===== src/rtl/dsst_params.svh =====
// constants for the drive status and trip block
// Operation
// - status word always readable, any command source
// - bits 0,3,4: ready, faulted, supply present
// - bits 1,2,6 follow sequencer states
// - bit 5 low during quick-stop reaction
// - bit 9 set when fieldbus controls
// - bit 12 set for jog reference
// - bit 13 set for reverse direction
// - bit 14 set for fieldbus reference
// - bit 15 set when stopping or quick-stop
// - any trip disables power stage immediately
// - trips stay latched until reset
// - re-enable blocked while any trip latched
// - reset clears only trips whose cause ended
// - report trip by code 1 to 7
// - warnings shown only when display enabled
// - overvoltage warning at trip/brake midpoint
// - undervoltage warning at min/trip midpoint
// - overcurrent warn at 2, trip at 5
// - volts-per-hertz: 200 percent for 1 s trips
// - stall trip after stall time, warn half
// - inverse-time trip over allowance, warn half
// - stack overcurrent trips at once, no warning
`ifndef DSST_PARAMS_SVH
`define DSST_PARAMS_SVH
`define DSST_CLK_PERIOD_PS 4000
`define DSST_TICK_TIME_NS 1000000
`define DSST_CLIM_TIME_MS 1000
`define DSST_STALL_TIME_S 200
`define DSST_OC_WARN_CNT 2
`define DSST_OC_TRIP_CNT 5
`define DSST_ADR_STATUS 8'h00
`define DSST_ADR_CONFIG 8'h04
`define DSST_ADR_OV_LEVEL 8'h08
`define DSST_ADR_BRAKE_LEVEL 8'h0c
`define DSST_ADR_UV_LEVEL 8'h10
`define DSST_ADR_MIN_LEVEL 8'h14
`define DSST_ADR_STALL_TIME 8'h18
`define DSST_ADR_INV_ALLOW 8'h1c
`define DSST_ADR_TRIPS 8'h20
`define DSST_ADR_WARNINGS 8'h24
`define DSST_ADR_TRIP_CODE 8'h28
`define DSST_CFG_WARN_EN_BIT 0
`define DSST_CFG_VHZ_BIT 1
`define DSST_CFG_RESET 2'h1
`define DSST_OV_LEVEL_RESET 16'hc800
`define DSST_BRAKE_LEVEL_RESET 16'hbb80
`define DSST_UV_LEVEL_RESET 16'h5dc0
`define DSST_MIN_LEVEL_RESET 16'h4e20
`define DSST_INV_ALLOW_RESET 32'h0000ea60
`define DSST_TRIP_OV 1
`define DSST_TRIP_STACK_OC 2
`define DSST_TRIP_UV 3
`define DSST_TRIP_OC 4
`define DSST_TRIP_CLIM 5
`define DSST_TRIP_STALL 6
`define DSST_TRIP_INV 7
`endif


===== src/rtl/dsst_pkg.sv =====
// types of the drive status and trip block
package dsst_pkg;
  typedef enum logic [2:0] {
    DSST_NOT_READY,
    DSST_SW_ON_DISABLED,
    DSST_READY,
    DSST_SWITCHED_ON,
    DSST_OP_ENABLED,
    DSST_QUICKSTOP,
    DSST_FAULT_REACTION,
    DSST_FAULTED
  } dsst_seq_state_e;
  typedef struct packed {
    logic init_done;
    logic config_mode;
    logic line_present;
    logic quickstop_react;
    logic enable_op_cmd;
    logic comms_ctrl_sel;
    logic jog_sel;
    logic reverse_sel;
    logic comms_ref_sel;
  } dsst_seq_s;
  typedef struct packed {
    logic [15:0] dc_link;
    logic stack_oc;
    logic oc_event;
    logic oc_clear;
    logic over_200;
    logic in_limit;
    logic rotating;
    logic overload;
  } dsst_meas_s;
  typedef struct packed {
    logic [15:0] status;
    logic [7:1] trips;
    logic [7:1] warn;
    logic [5:0] code;
    logic [2:0] oc_cnt;
    logic [31:0] tick_cnt;
    logic [15:0] clim_ms;
    logic [31:0] stall_ms;
    logic [31:0] inv_acc;
    logic rst_cw_q;
    logic [1:0] cfg;
    logic [15:0] ov_lvl;
    logic [15:0] brake_lvl;
    logic [15:0] uv_lvl;
    logic [15:0] min_lvl;
    logic [15:0] stall_s;
    logic [31:0] inv_allow;
    logic ack;
    logic [31:0] rdata;
  } dsst_state_s;
endpackage


===== src/rtl/dsst_top.sv =====
// drive sequencer status word, trip latches and early warnings
`include "dsst_params.svh"
module dsst_top import dsst_pkg::*; #(
  parameter int TICK_CYCLES = `DSST_TICK_TIME_NS * 1000 / `DSST_CLK_PERIOD_PS,
  parameter int CLIM_MS = `DSST_CLIM_TIME_MS,
  parameter logic [15:0] STALL_S_RESET = 16'(`DSST_STALL_TIME_S)
) (
  // clock and reset
  input wire logic clk_i,
  input wire logic rst_n_i,
  // classic wishbone slave
  input wire logic wb_cyc_i,
  input wire logic wb_stb_i,
  input wire logic wb_we_i,
  input wire logic [7:0] wb_adr_i,
  input wire logic [3:0] wb_sel_i,
  input wire logic [31:0] wb_dat_i,
  output logic wb_ack_o,
  output logic [31:0] wb_dat_o,
  // sequencer side
  input wire dsst_seq_state_e seq_state_i,
  input wire dsst_seq_s seq_i,
  input wire logic fault_reset_cw_i,
  input wire logic run_request_i,
  // measurement comparators
  input wire dsst_meas_s meas_i,
  // outputs
  output logic power_enable_o,
  output logic [15:0] status_word_o,
  output logic [7:1] trips_o,
  output logic [7:1] warnings_o,
  output logic [5:0] trip_code_o
);
  dsst_state_s q, d;

  logic [7:1] src_active;
  logic [7:1] trip_set;
  logic [7:1] warn_raw;
  logic reset_edge;
  logic tick;
  logic [16:0] ov_mid, uv_mid;

  // lowest numbered latched trip is reported first
  function automatic logic [5:0] dsst_code(input logic [7:1] t);
    logic [5:0] c;
    c = 6'h00;
    for (int i = 7; i >= 1; i--) begin
      if (t[i]) begin
        c = 6'(i);
      end
    end
    return c;
  endfunction

  function automatic logic [15:0] dsst_wr16(input logic [15:0] old, input logic [31:0] w,
                                            input logic [3:0] s);
    logic [15:0] r;
    r = old;
    if (s[0]) begin
      r[7:0] = w[7:0];
    end
    if (s[1]) begin
      r[15:8] = w[15:8];
    end
    return r;
  endfunction

  assign tick = (q.tick_cnt == 32'(TICK_CYCLES - 1));
  assign reset_edge = fault_reset_cw_i & ~q.rst_cw_q;
  assign ov_mid = ({1'b0, q.ov_lvl} + {1'b0, q.brake_lvl}) >> 1;
  assign uv_mid = ({1'b0, q.min_lvl} + {1'b0, q.uv_lvl}) >> 1;

  always_comb begin
    src_active = '0;
    src_active[`DSST_TRIP_OV] = meas_i.dc_link >= q.ov_lvl;
    src_active[`DSST_TRIP_STACK_OC] = meas_i.stack_oc;
    src_active[`DSST_TRIP_UV] = meas_i.dc_link <= q.uv_lvl;
    src_active[`DSST_TRIP_OC] = meas_i.oc_event;
    src_active[`DSST_TRIP_CLIM] = q.cfg[`DSST_CFG_VHZ_BIT] & meas_i.over_200;
    src_active[`DSST_TRIP_STALL] = meas_i.in_limit & ~meas_i.rotating;
    src_active[`DSST_TRIP_INV] = q.inv_acc > q.inv_allow;
  end

  always_comb begin
    trip_set = '0;
    trip_set[`DSST_TRIP_OV] = src_active[`DSST_TRIP_OV];
    trip_set[`DSST_TRIP_STACK_OC] = meas_i.stack_oc;
    trip_set[`DSST_TRIP_UV] = src_active[`DSST_TRIP_UV];
    trip_set[`DSST_TRIP_OC] = meas_i.oc_event &
                              (q.oc_cnt == 3'(`DSST_OC_TRIP_CNT - 1));
    trip_set[`DSST_TRIP_CLIM] = src_active[`DSST_TRIP_CLIM] &
                                (q.clim_ms >= 16'(CLIM_MS));
    trip_set[`DSST_TRIP_STALL] = src_active[`DSST_TRIP_STALL] &
                                 (q.stall_ms > 32'(q.stall_s) * 32'd1000);
    trip_set[`DSST_TRIP_INV] = src_active[`DSST_TRIP_INV];
  end

  // no warning for stack overcurrent or current limit
  always_comb begin
    warn_raw = '0;
    warn_raw[`DSST_TRIP_OV] = {1'b0, meas_i.dc_link} >= ov_mid;
    warn_raw[`DSST_TRIP_UV] = {1'b0, meas_i.dc_link} <= uv_mid;
    warn_raw[`DSST_TRIP_OC] = q.oc_cnt >= 3'(`DSST_OC_WARN_CNT);
    warn_raw[`DSST_TRIP_STALL] = src_active[`DSST_TRIP_STALL] &
                                 (q.stall_ms > 32'(q.stall_s) * 32'd500);
    warn_raw[`DSST_TRIP_INV] = q.inv_acc > (q.inv_allow >> 1);
  end

  always_comb begin
    d = q;
    d.rst_cw_q = fault_reset_cw_i;
    d.tick_cnt = tick ? 32'h0 : q.tick_cnt + 32'h1;
    // cumulative counting: only oc_clear, or a reset edge at full count, clears the run
    if (meas_i.oc_event) begin
      if (q.oc_cnt < 3'(`DSST_OC_TRIP_CNT)) begin
        d.oc_cnt = q.oc_cnt + 3'h1;
      end
    end else if (meas_i.oc_clear || (reset_edge && q.oc_cnt == 3'(`DSST_OC_TRIP_CNT))) begin
      d.oc_cnt = 3'h0;
    end
    if (!src_active[`DSST_TRIP_CLIM]) begin
      d.clim_ms = 16'h0;
    end else if (tick && q.clim_ms < 16'(CLIM_MS)) begin
      d.clim_ms = q.clim_ms + 16'h1;
    end
    if (!src_active[`DSST_TRIP_STALL]) begin
      d.stall_ms = 32'h0;
    end else if (tick && q.stall_ms != 32'hffffffff) begin
      d.stall_ms = q.stall_ms + 32'h1;
    end
    // overload heats the accumulator, otherwise it cools back to zero
    if (tick) begin
      if (meas_i.overload) begin
        if (q.inv_acc != 32'hffffffff) begin
          d.inv_acc = q.inv_acc + 32'h1;
        end
      end else if (q.inv_acc != 32'h0) begin
        d.inv_acc = q.inv_acc - 32'h1;
      end
    end
    for (int i = 1; i <= 7; i++) begin
      if (trip_set[i]) begin
        d.trips[i] = 1'b1;
      end else if (reset_edge && !src_active[i]) begin
        d.trips[i] = 1'b0;
      end
    end
    d.warn = q.cfg[`DSST_CFG_WARN_EN_BIT] ? (warn_raw & ~d.trips) : 7'h0;
    d.code = dsst_code(d.trips);
    d.status = 16'h0;
    d.status[0] = seq_i.init_done & ~seq_i.config_mode;
    d.status[1] = (seq_state_i == DSST_SWITCHED_ON) ||
                  (seq_state_i == DSST_OP_ENABLED);
    d.status[2] = seq_state_i == DSST_OP_ENABLED;
    d.status[3] = |d.trips;
    d.status[4] = seq_i.line_present;
    d.status[5] = ~seq_i.quickstop_react;
    d.status[6] = seq_state_i == DSST_SW_ON_DISABLED;
    d.status[9] = seq_i.comms_ctrl_sel;
    d.status[12] = seq_i.jog_sel;
    d.status[13] = seq_i.reverse_sel;
    d.status[14] = seq_i.comms_ref_sel;
    d.status[15] = ~seq_i.enable_op_cmd | seq_i.quickstop_react;
    // bus: one wait state, ack dropped the cycle after it is given
    d.ack = wb_cyc_i & wb_stb_i & ~q.ack;
    d.rdata = 32'h0;
    if (wb_cyc_i && wb_stb_i && !q.ack) begin
      if (wb_adr_i == `DSST_ADR_STATUS) begin
        d.rdata = {16'h0, q.status};
      end else if (wb_adr_i == `DSST_ADR_CONFIG) begin
        d.rdata = {30'h0, q.cfg};
      end else if (wb_adr_i == `DSST_ADR_OV_LEVEL) begin
        d.rdata = {16'h0, q.ov_lvl};
      end else if (wb_adr_i == `DSST_ADR_BRAKE_LEVEL) begin
        d.rdata = {16'h0, q.brake_lvl};
      end else if (wb_adr_i == `DSST_ADR_UV_LEVEL) begin
        d.rdata = {16'h0, q.uv_lvl};
      end else if (wb_adr_i == `DSST_ADR_MIN_LEVEL) begin
        d.rdata = {16'h0, q.min_lvl};
      end else if (wb_adr_i == `DSST_ADR_STALL_TIME) begin
        d.rdata = {16'h0, q.stall_s};
      end else if (wb_adr_i == `DSST_ADR_INV_ALLOW) begin
        d.rdata = q.inv_allow;
      end else if (wb_adr_i == `DSST_ADR_TRIPS) begin
        d.rdata = {24'h0, q.trips, 1'b0};
      end else if (wb_adr_i == `DSST_ADR_WARNINGS) begin
        d.rdata = {24'h0, q.warn, 1'b0};
      end else if (wb_adr_i == `DSST_ADR_TRIP_CODE) begin
        d.rdata = {26'h0, q.code};
      end
      if (wb_we_i) begin
        if (wb_adr_i == `DSST_ADR_CONFIG) begin
          if (wb_sel_i[0]) begin
            d.cfg = wb_dat_i[1:0];
          end
        end else if (wb_adr_i == `DSST_ADR_OV_LEVEL) begin
          d.ov_lvl = dsst_wr16(q.ov_lvl, wb_dat_i, wb_sel_i);
        end else if (wb_adr_i == `DSST_ADR_BRAKE_LEVEL) begin
          d.brake_lvl = dsst_wr16(q.brake_lvl, wb_dat_i, wb_sel_i);
        end else if (wb_adr_i == `DSST_ADR_UV_LEVEL) begin
          d.uv_lvl = dsst_wr16(q.uv_lvl, wb_dat_i, wb_sel_i);
        end else if (wb_adr_i == `DSST_ADR_MIN_LEVEL) begin
          d.min_lvl = dsst_wr16(q.min_lvl, wb_dat_i, wb_sel_i);
        end else if (wb_adr_i == `DSST_ADR_STALL_TIME) begin
          d.stall_s = dsst_wr16(q.stall_s, wb_dat_i, wb_sel_i);
        end else if (wb_adr_i == `DSST_ADR_INV_ALLOW) begin
          for (int b = 0; b < 4; b++) begin
            if (wb_sel_i[b]) begin
              d.inv_allow[8*b +: 8] = wb_dat_i[8*b +: 8];
            end
          end
        end
      end
    end
  end

  always_ff @(posedge clk_i or negedge rst_n_i) begin
    if (!rst_n_i) begin
      q <= '0;
      q.cfg <= `DSST_CFG_RESET;
      q.ov_lvl <= `DSST_OV_LEVEL_RESET;
      q.brake_lvl <= `DSST_BRAKE_LEVEL_RESET;
      q.uv_lvl <= `DSST_UV_LEVEL_RESET;
      q.min_lvl <= `DSST_MIN_LEVEL_RESET;
      q.stall_s <= STALL_S_RESET;
      q.inv_allow <= `DSST_INV_ALLOW_RESET;
      q.status <= 16'h0020;
    end else begin
      q <= d;
    end
  end

  // combinational so that a fresh trip cuts the gates in its own cycle
  assign power_enable_o = run_request_i & ~|q.trips & ~|trip_set;
  assign status_word_o = q.status;
  assign trips_o = q.trips;
  assign warnings_o = q.warn;
  assign trip_code_o = q.code;
  assign wb_ack_o = q.ack;
  assign wb_dat_o = q.rdata;
endmodule


===== config.mk =====
export PLATFORM = sky130hd
export DESIGN_NAME = dsst_top
export DESIGN_NICKNAME = d
export VERILOG_FILES = /design/src/rtl/dsst_pkg.sv /design/src/rtl/dsst_top.sv
export VERILOG_INCLUDE_DIRS = /design/src /design/src/rtl
export SDC_FILE = /design/constraint.sdc
export NUM_CORES = 1
export LEC_CHECK = 0
export ABC_AREA = 1
export BUFFER_PORTS_ARGS = -buffer_cell sky130_fd_sc_hd__buf_4
export CAP_MARGIN = 10
export CELL_PAD_IN_SITES_DETAIL_PLACEMENT = 1
export CELL_PAD_IN_SITES_GLOBAL_PLACEMENT = 2
export CORE_ASPECT_RATIO = 0.9
export CORE_MARGIN = 1
export CORE_UTILIZATION = 32
export DETAILED_ROUTE_END_ITERATION = 7
export PLACE_DENSITY_LB_ADDON = 0.1
export SYNTH_ARGS = -nofsm -noshare
export SYNTH_HDL_FRONTEND = slang
export SYNTH_SLANG_ARGS = --single-unit

===== constraint.sdc =====
create_clock -name clk_i -period 6.7 [get_ports clk_i]
set_clock_uncertainty 0.15 [all_clocks]
set_input_delay 1.34 -clock clk_i [delete_from_list [all_inputs] [get_ports clk_i]]
set_output_delay 1.34 -clock clk_i [all_outputs]
set_load 0.01 [all_outputs]

; ---- After elaboration in Yosys (flattened, before gate mapping)
; Cells that the tools add are included.
[word_totals]
inputBits = 86
reg_bits = 295
out_inout_bits = 70
elab_cells = 191
[op_classes]
order_cmp = 12
add_sub_neg = 8
eq_ne = 22
multipliers = 2
n_reduce_logical = 48
n_bitwise = 27
muxes = 45
[op_table]
columns = operator, count
row1 = 32-bit 2-to-1 mux, 15
row2 = 32-bit by 1-bit adder with 32-bit output (second input constant), 3
row3 = 32-bit != test (second input constant), 2
row4 = 16-bit by 7-bit multiplier with 23-bit output (second input constant), 2
row5 = 6-bit 2-to-1 mux, 7
row6 = 10-bit AND reduction, 4
row7 = 16-bit by 16-bit adder with 17-bit output, 2
row8 = 32-bit by 18-bit == test with 1-bit output (second input constant), 1
row9 = 8-bit by 5-bit == test with 1-bit output (second input constant), 4
row10 = 16-bit >= comparator, 2
row11 = 32-bit by 25-bit greater-than comparator with 1-bit output, 1
row12 = 32-bit by 26-bit greater-than comparator with 1-bit output, 1
row13 = 32-bit by 31-bit greater-than comparator with 1-bit output, 1
row14 = 32-bit greater-than comparator, 1
row15 = 16-bit <= comparator, 2
row16 = 16-bit 2-to-1 mux, 2
row17 = 32-bit nonzero test, 1
row18 = 32-bit by 1-bit subtractor with 32-bit output (second input constant), 1
row19 = 8-bit by 6-bit == test with 1-bit output (second input constant), 3
row20 = 7-bit OR reduction, 3
row21 = 9-bit AND reduction, 2
row22 = 16-bit by 1-bit adder with 16-bit output (second input constant), 1
row23 = 8-bit by 4-bit == test with 1-bit output (second input constant), 2
row24 = 16-bit by 10-bit >= comparator with 1-bit output (second input constant), 1
row25 = other kinds (30), 100

; ---- Logic depth before layout (Yosys ltp)
[depth]
word_depth = 13
mapped_depth = 35
ltp_nobuf = 35

; ---- Least setup slack after synthesis
; OpenSTA, ideal clock, no wires.
[synth_timing]
path_type = reg-to-output
from = register q[72] in the netlist's numbering
to = output power_enable_o
n_path_buf = 0
arrival_ps = 5420
required_ps = 5210
path_slack_ps = -210
stages_incl_launch_ff = 30
cell_sequence = dfstp_2 inv_1 fa_1 fa_1 fa_1 fa_1 inv_1 ha_1 nand2_1 inv_1 a21oi_1 nand2_1 a21oi_1 inv_1 a21oi_1 o21ai_0 a21oi_1 xor2_1 ha_1 a21oi_1 o21ai_0 nor2_1 nand2_1 nand2_1 nand2_1 nand3_1 nand2_1 nand2_1 nand4_1 nor2_1
[synth_via]
elab_chain_cells = 6
[synth_lines]
columns = element, line_no
row1 = from (decl), dsst_top.sv:34  ; dsst_state_s q, d;
row2 = 16-bit by 7-bit multiplier with 23-bit output, dsst_top.sv:94  ; (q.stall_ms > 32'(q.stall_s) * 32'd1000);
row3 = 32-bit by 26-bit greater-than comparator with 1-bit output, dsst_top.sv:94
row4 = 1-bit bitwise AND, dsst_top.sv:93  ; trip_set[`DSST_TRIP_STALL] = src_active[`DSST_TRIP_STALL] &
row5 = 7-bit OR reduction, dsst_top.sv:234  ; assign power_enable_o = run_request_i & ~|q.trips & ~|trip_set;
row6 = 1-bit logical NOT, dsst_top.sv:234
row7 = 1-bit bitwise AND, dsst_top.sv:234
row8 = to (decl), dsst_top.sv:28  ; output logic power_enable_o,
; Every way passes these cells.

; ---- Final worst setup path
[layout_timing]
from = register q[68] in the netlist's numbering
to = output power_enable_o
; Same word-level chain as after synthesis.

==> metrics.cfg <==
[global_route]
grt.total_usage_pct=23.01
use_met1_pct=32.29
grt-ovfl-total=0
antenna_found_initial=1
use_met3_pct=2.487
grt.busiest_layer=met2
grt_pass1_wl_um=132800
grt_pass1_vias=22400
use_met2_pct=37.35
grt_max_degree=137

[setup_path]
worst-path-max-fanout=4
cpPeakStageDelay_ns=0.57
arrival_ns=6.18
slowest_stage=fa_1
critPathTopFamily=adder cells
cp-end-kind=output port
start_kind=flop
crit_buf_inv=5
worst-endpoint-required_ns=5.21
path_class=reg -> out
crit_top_cell=nand2_2

[detailed_routing]
via_count=21190
drc=0
routed_wl_um=85180
first_iter_violations=956
drt.antenna.violating_nets=0
drt-pass1-iter-count=5
routed_via_density=5.111
routedWlPerCell_um=20.54

[synthesis]
synth_top_area_share_pct=27.28
synth_area_um2=23490
synth_edf_count=0
synth.distinct_cells=58
yosysTopAreaCell=dfrtp_1
seq_area_frac_synth_pct=31.08
syn_inst=2960
avgSynthCellArea_um2=7.935
synthFlopType=dfrtp_1
yosysWarnings=0
synthTopCellsByArea=dfrtp_1 27%, ha_1 16%, nand2_1 9.3%, inv_1 7.0%, fa_1 4.9%
ys_ff_latch=290
synthArstFlopShare_pct=100.0

[power_and_ir_drop]
peakVddDrop_uv=144.4
leakage_nw=12.97
powerDensity_nw_per_um2=162.6
power_w=0.004498

[timing]
fin_ws_ns=-0.9681
finalHoldViolations=0
fmax_ghz=0.1304
hold_slack_ns=0.3345
worstMarginPinSlew_ns=1.080
period_needed_ns=7.668
timing.final.crit_share_pct=114.4
rsz0062_at_grt=true
final_max_slew_viol_count=0
setup_violations=1
slew_headroom_pct=27.89

[layout]
nets=3602
final_cell_area_um2=27660
antenna_cells=0
final_common_cell=nand2_1
area_delta_synth_final_pct=17.76
mostFrequentLayoutCells=570 x nand2_1, 428 x inv_1, 284 x ha_1
drive_gt1_share_pct=14.74

[clock_tree]
cts_tree=yes
cts.sinks=290
clk_path_buf_depth=3
clk_latency_ns=0.57
clk_pin_slew_ns=0.06
htreeDepth=2
cts-root-buf=clkbuf_16
cts_made_buffers=38
cts_hold_buf=0

[run]
cap_viol_max_count=0

[placement]
place_congestion=0.9125
placed_cell_area_um2=26030
port-buffer-count=146
dp_hpwl_um=68630

[die]
initial_core_util_pct=32.61
die_area_um2=74480
pin_count=156
die_h_um=259.0
core_um2=72030
rows=93
die_x_um=287.6

[run_status]
failed_checks=negative setup slack
outcome=finished, violations left

[hold_path]
hp-class=reg -> reg

-- metal layers --
layer  share of wire, %  wire [µm]
met5                  0          0
met4                2.5       2105
met3                3.0       2580
met2                 46      38830
met1                 49      41660
-- worst min-delay path, cell delays in order (launching register included) --
cell	delay [ns]
dfrtp_1	0.34
nand2_1	0.05
o21ai_0	0.06
-- final timing paths --
path	from	to	slack [ns]	cells after the start
max	q[68]	power_enable_o	-0.97	32
min	q[45]	q[45]	0.33	2
max reg2reg	q[68]	trip_code_o[0]	0.80	36
min reg2reg	q[45]	q[45]	0.33	2
max in group asynchronous	rst_n_i	q[235]	4.35	2
min in group asynchronous	rst_n_i	q[188]	0.65	1
-- sequential cells by signal, summed over array words and instances, names as in the netlist --
signal,cells
q,230
wb_dat_o,32
status_word_o,12
trips_o,7
warnings_o,5
trip_code_o,3
wb_ack_o,1
-- cells in the mapped netlist, types with 7 or more instances --
cell type  count
nand2_1      579
o21a_1         7
a31oi_1        7
inv_1        437
o22ai_1        8
xor2_1        60
nor2_2         7
mux2_2        16
fa_1          57
xnor2_1       42
dfrtp_1      256
o31ai_1       25
nand3_1       93
nor4_1        44
o221ai_1      25
o21ai_1       16
o21ai_0      227
o211ai_1      10
ha_1         292
a211oi_1      10
a21oi_1      219
buf_4         69
a21o_1         8
nand4_1       69
inv_2          9
nor3_1        89
dfstp_2       34
clkbuf_1      34
nor2_1       143
-- final cells by class --
type	count	area (µm²)
clock buffers	57	1164
clock inverters	12	182.7
fillers	8674	44370
inverters	447	1685
multi-input cells	2121	14090
flip-flops and latches	290	7302
well taps	950	1189
repair buffers	269	2043
-- power breakdown --
part	switching [W]	leakage (nW)	internal [W]	total, W
logic	0.000302	8.46	0.000169	0.000471
registers	0.0000302	3.83	0.00178	0.00181
clock network	0.000859	0.668	0.00136	0.00222
total	0.00119	13.0	0.00331	0.00450
-- kinds of logic after synthesis --
group	count (synthesis)	share of synthesized area, %
xor+xnor	102	3.804
flops	290	31.08
compound gates	589	14.06
simple gates	1056	19.82
other cells	1	0.01597
fa+ha+maj	349	20.41
mux	16	0.7671
buf+inv	557	10.04
-- metrics by stage --
stage	worst slack, ns	utilization, %	std cells	TNS (ns)
final	-0.9681	38.40	4146	-0.9681
after floorplan	0.003364	-	2968	0
after detailed placement	-0.7005	36.14	4059	-0.7005
after global routing	-1.307	38.40	4146	-1.307
after global placement	-0.5989	36.14	4059	-0.5989
after CTS	-1.081	38.24	4142	-1.081
-- timing repair --
| item | in CTS | in global routing |
|---|---|---|
| pin swaps | 33 | 29 |
| setup buffers | 14 | 4 |
| resized for setup | 16 | 27 |
| endpoints found under the setup margin | 1 | 1 |
| gates cloned | 0 | 0 |
(Power assumes the default switching activity.)
